### src/logic/flow_pkg.sv
// Operation
// act on valid flow frames when enabled
// inhibit transmitter for received pause time
// forward pause frame flagged for discard
// send pause frame after current packet
// place client pause value in frame
// all flow signals active high
// priority ports only with priority option
// legacy pause and priority never together
// eight request channels, priorities 0 to 7
// priority request sends frame next opportunity
// drive per-priority pause to receive fifo
// quanta expire only after fifo acknowledge
// unused acknowledge tied high by client
// act only on good addressed pause frames
// capture pause value with the request
// hold indication until quanta expire
package flow_pkg;
  // ==========================================================
  // frame constants
  localparam logic [15:0] CTRL_LTYPE = 16'h8808;
  localparam logic [15:0] PAUSE_OPCODE = 16'h0001;
  localparam logic [15:0] PFC_OPCODE = 16'h0101;
  localparam logic [47:0] CTRL_MCAST = 48'h0180c2000001;
  localparam int QUANTA_W = 16;
  localparam int NUM_PRI = 8;
  // ==========================================================
  // timing: one quantum is 512 bit times at 1 ns per bit
  localparam int QUANTUM_NS = 512;
  localparam int CLK_NS = 8;
  localparam int QUANTUM_CYCLES = (QUANTUM_NS + CLK_NS - 1) / CLK_NS;
  localparam int PRE_W = $clog2(QUANTUM_CYCLES);
  localparam logic [PRE_W-1:0] PRE_LAST = PRE_W'(QUANTUM_CYCLES - 1);
  localparam logic [PRE_W-1:0] PRE_ZERO = '0;
  localparam logic [QUANTA_W-1:0] QUANTA_ZERO = '0;
  localparam logic [QUANTA_W-1:0] QUANTA_ONE = 16'h0001;
endpackage

`timescale 1ns/10ps
// ==========================================================
// quanta countdown, starts once run is seen after a load
module quanta_timer
(
  input wire logic clk,
  input wire logic rst_n,
  input wire logic load,
  input wire logic [flow_pkg::QUANTA_W-1:0] quanta,
  input wire logic run,
  output logic busy
);
  logic [flow_pkg::QUANTA_W-1:0] cnt_q, cnt_d;
  logic [flow_pkg::PRE_W-1:0] pre_q, pre_d;
  logic started_q, started_d;

  always_comb
  begin
    cnt_d = cnt_q;
    pre_d = pre_q;
    started_d = started_q;
    if (load)
    begin
      cnt_d = quanta;
      pre_d = flow_pkg::PRE_ZERO;
      started_d = 1'b0;
    end
    else if (cnt_q != flow_pkg::QUANTA_ZERO && (run || started_q))
    begin
      started_d = 1'b1;
      if (pre_q == flow_pkg::PRE_LAST)
      begin
        pre_d = flow_pkg::PRE_ZERO;
        cnt_d = cnt_q - flow_pkg::QUANTA_ONE;
      end
      else
      begin
        pre_d = pre_q + 1'b1;
      end
    end
  end

  always_ff @(posedge clk or negedge rst_n)
  begin
    if (!rst_n)
    begin
      cnt_q <= '0;
      pre_q <= '0;
      started_q <= 1'b0;
    end
    else
    begin
      cnt_q <= cnt_d;
      pre_q <= pre_d;
      started_q <= started_d;
    end
  end

  assign busy = (cnt_q != flow_pkg::QUANTA_ZERO);
endmodule

### src/logic/mac_flow_control_pause.sv
`timescale 1ns/10ps
module mac_flow_control_pause
#(
  parameter bit PFC_ENABLE = 1'b0,
  parameter int NUM_PRI = flow_pkg::NUM_PRI
)
(
  input wire logic clk,
  input wire logic arst_n,
  input wire logic cfg_rx_fc_enable,
  input wire logic [47:0] cfg_src_addr,
  input wire logic pause_req,
  input wire logic [flow_pkg::QUANTA_W-1:0] pause_val,
  input wire logic tx_frame_active,
  input wire logic tx_ctrl_grant,
  input wire logic rx_frame_done,
  input wire logic rx_frame_good,
  input wire logic [47:0] rx_frame_da,
  input wire logic [15:0] rx_frame_ltype,
  input wire logic [15:0] rx_frame_opcode,
  input wire logic [flow_pkg::QUANTA_W-1:0] rx_frame_quanta,
  input wire logic [NUM_PRI-1:0] rx_frame_pri_enable,
  input wire logic [NUM_PRI*flow_pkg::QUANTA_W-1:0] rx_frame_pri_quanta,
  input wire logic [NUM_PRI-1:0] tx_priority_pause_request_n,
  input wire logic [NUM_PRI-1:0] rx_priority_pause_ack_n,
  output logic tx_pause_send,
  output logic [flow_pkg::QUANTA_W-1:0] tx_pause_param,
  output logic tx_pfc_send,
  output logic [NUM_PRI-1:0] tx_pfc_vector,
  output logic tx_inhibit,
  output logic rx_frame_drop,
  output logic [NUM_PRI-1:0] rx_priority_pause_indication_n
);
  // names ending _n on the priority ports are channel indices; every flow signal is high-active, arst_n is low-active, see

  // ==========================================================
  // reset release
  logic [1:0] rst_q;
  logic rst_n;

  always_ff @(posedge clk or negedge arst_n)
  begin
    if (!arst_n)
    begin
      rst_q <= 2'b00;
    end
    else
    begin
      rst_q <= {rst_q[0], 1'b1};
    end
  end

  assign rst_n = rst_q[1];

  // ==========================================================
  // received control frame decode
  function automatic logic ctrl_ok(input logic good, input logic [47:0] da,
                                   input logic [15:0] ltype, input logic [15:0] op,
                                   input logic [15:0] want_op, input logic [47:0] sa);
    ctrl_ok = good && ltype == flow_pkg::CTRL_LTYPE && op == want_op
              && (da == flow_pkg::CTRL_MCAST || da == sa);
  endfunction

  logic legacy_hit;
  logic pfc_hit;

  assign legacy_hit = !PFC_ENABLE && rx_frame_done && cfg_rx_fc_enable
                      && ctrl_ok(rx_frame_good, rx_frame_da, rx_frame_ltype,
                                 rx_frame_opcode, flow_pkg::PAUSE_OPCODE, cfg_src_addr);
  assign pfc_hit = PFC_ENABLE && rx_frame_done && cfg_rx_fc_enable
                   && ctrl_ok(rx_frame_good, rx_frame_da, rx_frame_ltype,
                              rx_frame_opcode, flow_pkg::PFC_OPCODE, cfg_src_addr);

  // ==========================================================
  // transmit side requests
  logic pause_req_q, pause_req_d;
  logic pause_pend_q, pause_pend_d;
  logic [flow_pkg::QUANTA_W-1:0] pause_param_q, pause_param_d;
  logic pause_send_q, pause_send_d;
  logic [NUM_PRI-1:0] pri_req_q, pri_req_d;
  logic [NUM_PRI-1:0] pri_pend_q, pri_pend_d;
  logic pfc_send_q, pfc_send_d;
  logic [NUM_PRI-1:0] pfc_vec_q, pfc_vec_d;
  logic pause_rise;
  logic [NUM_PRI-1:0] pri_rise;

  assign pause_rise = !PFC_ENABLE && pause_req && !pause_req_q;
  assign pri_rise = PFC_ENABLE ? (tx_priority_pause_request_n & ~pri_req_q) : '0;

  always_comb
  begin
    pause_req_d = pause_req;
    pri_req_d = tx_priority_pause_request_n;
    pause_param_d = pause_param_q;
    if (pause_rise)
    begin
      pause_param_d = pause_val;
    end
    // a new request in the grant cycle stays pending
    pause_pend_d = (pause_pend_q && !(tx_ctrl_grant && pause_send_q)) || pause_rise;
    pause_send_d = pause_pend_q && !(tx_ctrl_grant && pause_send_q)
                   && (pause_send_q || !tx_frame_active);
    pri_pend_d = (pri_pend_q & ~((tx_ctrl_grant && pfc_send_q) ? pfc_vec_q : '0)) | pri_rise;
    pfc_vec_d = pfc_vec_q;
    pfc_send_d = pfc_send_q;
    if (pfc_send_q && tx_ctrl_grant)
    begin
      pfc_send_d = 1'b0;
    end
    else if (!pfc_send_q && pri_pend_q != '0 && !tx_frame_active)
    begin
      pfc_send_d = 1'b1;
      pfc_vec_d = pri_pend_q;
    end
  end

  always_ff @(posedge clk or negedge rst_n)
  begin
    if (!rst_n)
    begin
      pause_req_q <= 1'b0;
      pause_pend_q <= 1'b0;
      pause_param_q <= '0;
      pause_send_q <= 1'b0;
      pri_req_q <= '0;
      pri_pend_q <= '0;
      pfc_send_q <= 1'b0;
      pfc_vec_q <= '0;
    end
    else
    begin
      pause_req_q <= pause_req_d;
      pause_pend_q <= pause_pend_d;
      pause_param_q <= pause_param_d;
      pause_send_q <= pause_send_d;
      pri_req_q <= pri_req_d;
      pri_pend_q <= pri_pend_d;
      pfc_send_q <= pfc_send_d;
      pfc_vec_q <= pfc_vec_d;
    end
  end

  assign tx_pause_send = pause_send_q;
  assign tx_pause_param = pause_param_q;
  assign tx_pfc_send = pfc_send_q;
  assign tx_pfc_vector = pfc_vec_q;

  // ==========================================================
  // receive side pause timers
  logic legacy_busy;
  logic [NUM_PRI-1:0] pri_busy;
  logic inhibit_q, inhibit_d;
  logic drop_q, drop_d;
  logic [NUM_PRI-1:0] ind_q, ind_d;
  logic [NUM_PRI-1:0] pri_load;

  assign pri_load = {NUM_PRI{pfc_hit}} & rx_frame_pri_enable;

  quanta_timer legacy_timer
  (
    .clk(clk),
    .rst_n(rst_n),
    .load(legacy_hit),
    .quanta(rx_frame_quanta),
    .run(1'b1),
    .busy(legacy_busy)
  );

  genvar gi;
  generate
    for (gi = 0; gi < NUM_PRI; gi++)
    begin : g_pri
      quanta_timer pri_timer
      (
        .clk(clk),
        .rst_n(rst_n),
        .load(pri_load[gi]),
        .quanta(rx_frame_pri_quanta[gi*flow_pkg::QUANTA_W +: flow_pkg::QUANTA_W]),
        .run(rx_priority_pause_ack_n[gi]),
        .busy(pri_busy[gi])
      );
    end
  endgenerate

  always_comb
  begin
    inhibit_d = legacy_busy;
    drop_d = legacy_hit || pfc_hit;
    ind_d = pri_busy;
  end

  always_ff @(posedge clk or negedge rst_n)
  begin
    if (!rst_n)
    begin
      inhibit_q <= 1'b0;
      drop_q <= 1'b0;
      ind_q <= '0;
    end
    else
    begin
      inhibit_q <= inhibit_d;
      drop_q <= drop_d;
      ind_q <= ind_d;
    end
  end

  assign tx_inhibit = inhibit_q;
  assign rx_frame_drop = drop_q;
  assign rx_priority_pause_indication_n = ind_q;

  generate
    for (gi = 0; gi < NUM_PRI; gi++)
    begin : g_chk

    end
  endgenerate
endmodule

### config.mk
export PLATFORM = sky130hd
export DESIGN_NAME = mac_flow_control_pause
export DESIGN_NICKNAME = d
export VERILOG_FILES = /design/src/logic/flow_pkg.sv /design/src/logic/mac_flow_control_pause.sv
export SDC_FILE = /design/constraint.sdc
export NUM_CORES = 1
export LEC_CHECK = 0
export BUFFER_PORTS_ARGS = -buffer_cell sky130_fd_sc_hd__buf_2
export CAP_MARGIN = 20
export CORE_ASPECT_RATIO = 0.5
export CORE_MARGIN = 2
export CORE_UTILIZATION = 60
export DETAILED_ROUTE_END_ITERATION = 7
export GPL_TIMING_DRIVEN = 0
export PLACE_DENSITY_LB_ADDON = 0.2
export REMOVE_ABC_BUFFERS = 1
export SLEW_MARGIN = 25
export SYNTH_ARGS = -nofsm -noshare
export SYNTH_HDL_FRONTEND = slang
export SYNTH_HIERARCHICAL = 1
export SYNTH_SLANG_ARGS = --single-unit
export TNS_END_PERCENT = 30
### constraint.sdc
create_clock -name clk -period 20.9 [get_ports clk]
set_clock_uncertainty 0.2 [all_clocks]
set_input_delay 1.045 -clock clk [delete_from_list [all_inputs] [get_ports clk]]
set_output_delay 1.045 -clock clk [all_outputs]
set_load 0.01 [all_outputs]
==> impl_results.md <==
- End of the critical path: legacy_timer/cnt_q[7]
- Max-slew violation count: 0
- Fin util: 71.2%
- WS Path Type: in2reg
- GRT Total Usage: 30.7%
- FF-to-FF setup slack: 18.00 ns
- Final net count: 2420
- Clock Path Buffers: 3
- Htree depth: 1
- Post-DP HPWL: 30.7 mm
- Top cells by area, synth: dfrtp_1, o31ai_1, nand3_1
- Detailed Route WL: 43.4 mm
- Reg clk slew, reported paths: 0.07 ns
- IO buf count: 339
- EDFF count, synth: 0
- Worst VDD drop: 0.0000495 V
- Pwr dens: 64.9 nW/um2
- Grt total ovfl: 0
- Final Cycle Share: 21.5%
- Final min period: 4.49 ns
- Relative slew slack: 43.9%
- Die Span X: 234 um
- Synth warnings: 6
- Compound-Gate Fraction of Synth Area: 18.6%
- Max Clock Freq: 223 MHz
- Post-CTS Resized: 0
- Drt wl/cell: 17.7 um
- Max Cap Viol: 0
- Xor and xnor fraction of the mapped netlist area: 2.65%
- First-pass GRT wire length: 70.5 mm
- Crit path max-delay family: simple AND/OR/NAND/NOR gates
- Initial core utilization: 60.5%
- WP data required: 21.09 ns
- Synth Area in Adders: 1.42%
- Via count: 15.8k
- CTS Buf Count: 24
- Max stage delay on crit path: 0.50 ns
- Simple-gate share of the synthesized area: 31.1%
- Crit path launch type: primary input
- CP Launch Point: rx_frame_da[6]
- Core footprint: 26200 um2
- Final ANT Viol Nets: 0
- Cells along the critical path: buf_2, xnor2_1, nand4_1, nor4_1, a31oi_1, nor4_2, buf_2, buf_2, clkinv_1, and3_1, a21oi_1, nand3_1
- Syn Inst Count: 1764
- Post-synth top flop: dfrtp_1
- Multiplexer area fraction after synthesis: 2.06%
- Final setup viols: 0
- Tot Pwr: 1.21 mW
- Setup TNS Final: 0 ns
- DRC: 0
- Worst r2r src: g_pri[6].pri_timer/cnt_q[6]
- Cell count along the critical path: 12
- Hold buffers post-CTS: 0
- Yosys reg bits: 255
- Post-CTS Setup Inserts: 0
- CP dominant cell by count: buf_2
- Area grow syn2layout: 17.7%
- Sequential element share of the synthesized area: 40.2%
- Worst-skew pair later-pin latency: 0.53 ns
- Leakage: 7.47 nW
- Die height: 119 um
- Status: finished clean
- HP Class: reg2async
- Die footprint: 27800 um2
- Slowest stage cell on the critical path: xnor2_1
- Share of cells above drive strength 1: 21.8%
- Largest area contributor in the netlist: dfrtp_1
- Via/cell ratio: 6.42
- Worst Setup End Kind: flop
- Critical Path AT: 4.68 ns
- Initial antenna violation count: 4
- FP Rows: 42
- Io pins: 356
- Mean Syn Cell Area: 8.99 um2
- Measured slew at the worst slew-check pin: 0.837 ns
- CP Max Fanout: 19
- Initial drt markers: 1269
- Drt first pass iters: 8
- Reg2Reg Depth: 5
- GPL Wtd Cong: 0.938
- Final hold viol count: 0
- Netlist cell types: 50
- Mapped cell area: 15900 um2
- RSZ-0062 raised after global routing: no
- Buffer and inverter count on the worst path: 4
- CTS Root Cell: clkbuf_16
- Hold WS: 0.0627 ns
- CTS tree: done
- Largest net degree at the start of global routing: 54
- Post-synth top area share: 40.2%
- Main combinational cell family by area after synthesis: simple AND/OR/NAND/NOR gates
- Filler cells: 2104
- Capturing point of the worst reg2reg path: g_pri[6].pri_timer/pre_q[2]
- Async S/R FF share, synth: 100%
- Vias in the first global route: 14.2k
- Clk sinks: 255
## worst min-delay path by stage
stage / depth (start not counted) / end / slack (ns) / start
2_1_floorplan: 0 / rst_q[1] / 0.13 / rst_q[0]
3_3_place_gp: 0 / rst_q[1] / 0.14 / rst_q[0]
3_5_place_dp: 0 / g_pri[4].pri_timer/cnt_q[12] / 0.07 / rst_q[1]
4_1_cts: 0 / g_pri[4].pri_timer/cnt_q[12] / 0.07 / rst_q[1]
5_1_grt: 1 / rst_q[0] / 0.07 / arst_n
6_report: 0 / g_pri[4].pri_timer/cnt_q[12] / 0.06 / rst_q[1]
## kinds of logic (layout without fill, tap and decap cells)
group / after synthesis / after routing
other: 2 / 34
adders and majority gates: 18 / 18
DFF: 255 / 255
muxes: 29 / 29
and+or+nand+nor: 844 / 844
xor gates and xnor gates: 48 / 48
AOI/OAI and AO/OA: 437 / 437
buffers and inverters: 131 / 438
## state kept, by name (all words and copies together) (netlist names), 2 cells and up
| signal | cells |
|---|---|
| g_pri.pri_timer/cnt_q | 128 |
| g_pri.pri_timer/pre_q | 48 |
| legacy_timer/cnt_q | 16 |
| tx_pause_param | 16 |
| g_pri.pri_timer/started_q | 8 |
| pri_pend_q | 8 |
| rx_priority_pause_indication_n | 8 |
| tx_pfc_vector | 8 |
| legacy_timer/pre_q | 6 |
| rst_q | 2 |
## cells in the mapped netlist, drive strengths merged, types with 10 or more instances
master and instances:
dfrtp 255, nand3 136, nor2 136, o31ai 99, a21oi 91, nand4 88
or4 73, nand2 67, nor3 65, a31oi 64, nor4 58, clkbuf 57
or3 54, xnor2 48, nor2b 46, o21ai 46, inv 38, a22oi 36
mux2 29, o41ai 28, and3 27, and4 27, buf 27, nor4b 19
ha 18, nand4b 18, o21a 18, o311ai 18, and2 10
## cell type report
class / instances / area, um2 / share of cell area (%)
Multi-Input combinational cell: 1406 / 8990 / 48.2
Sequential cell: 255 / 6380 / 34.2
Timing Repair Buffer: 348 / 1850 / 9.89
Clock buffer: 34 / 699 / 3.74
Tap cell: 352 / 440 / 2.36
Inverter: 47 / 176 / 0.944
Clock inverter: 9 / 128 / 0.683
Antenna cell: 4 / 10.0 / 0.0536
## where the power goes
| group | internal [mW] | switching (mW) |
|---|---|---|
| clock network | 0.271 | 0.196 |
| registers | 0.529 | 0.0445 |
| logic | 0.0807 | 0.0903 |
| total | 0.881 | 0.331 |
## placed cells by master, fill, tap and decap left out, types with 10 or more instances in the layout
cell type and count:
a21oi_1 91, a22oi_1 36, a31oi_1 64, and2_1 10, and3_1 27, and4_1 27
buf_2 343, clkbuf_16 25, conb_1 30, dfrtp_1 254, ha_1 18, inv_1 29
mux2_2 20, nand2_1 67, nand3_1 136, nand4_1 88, nand4b_1 18, nor2_1 136
nor2b_1 45, nor3_1 56, nor4_1 48, nor4_2 10, nor4b_1 19, o21a_1 18
o21ai_0 37, o311ai_0 18, o31ai_1 99, o41ai_1 27, or3_1 54, or4_1 64
xnor2_1 48
## per-layer routing
metal | up-vias | track usage (%) | part of all wire, %
li1 | 7586 | - | -
met1 | 7470 | 43.0 | 43
met2 | 604 | 48.7 | 47
met3 | 113 | 5.34 | 6.7
met4 | 0 | 9.73 | 3.5
met5 | - | 0 | 0
## metrics by stage
step	cells	worst slack, ns	area [um2]
2_1_floorplan	1708	13.07	15500
3_3_place_gp	2399	9.94	17700
3_5_place_dp	2408	16.11	17800
6_report	2455	16.41	18700
5_1_grt	2454	16.36	18700
4_1_cts	2451	16.66	18700
Note: power is estimated with default switching activity, not from simulation.
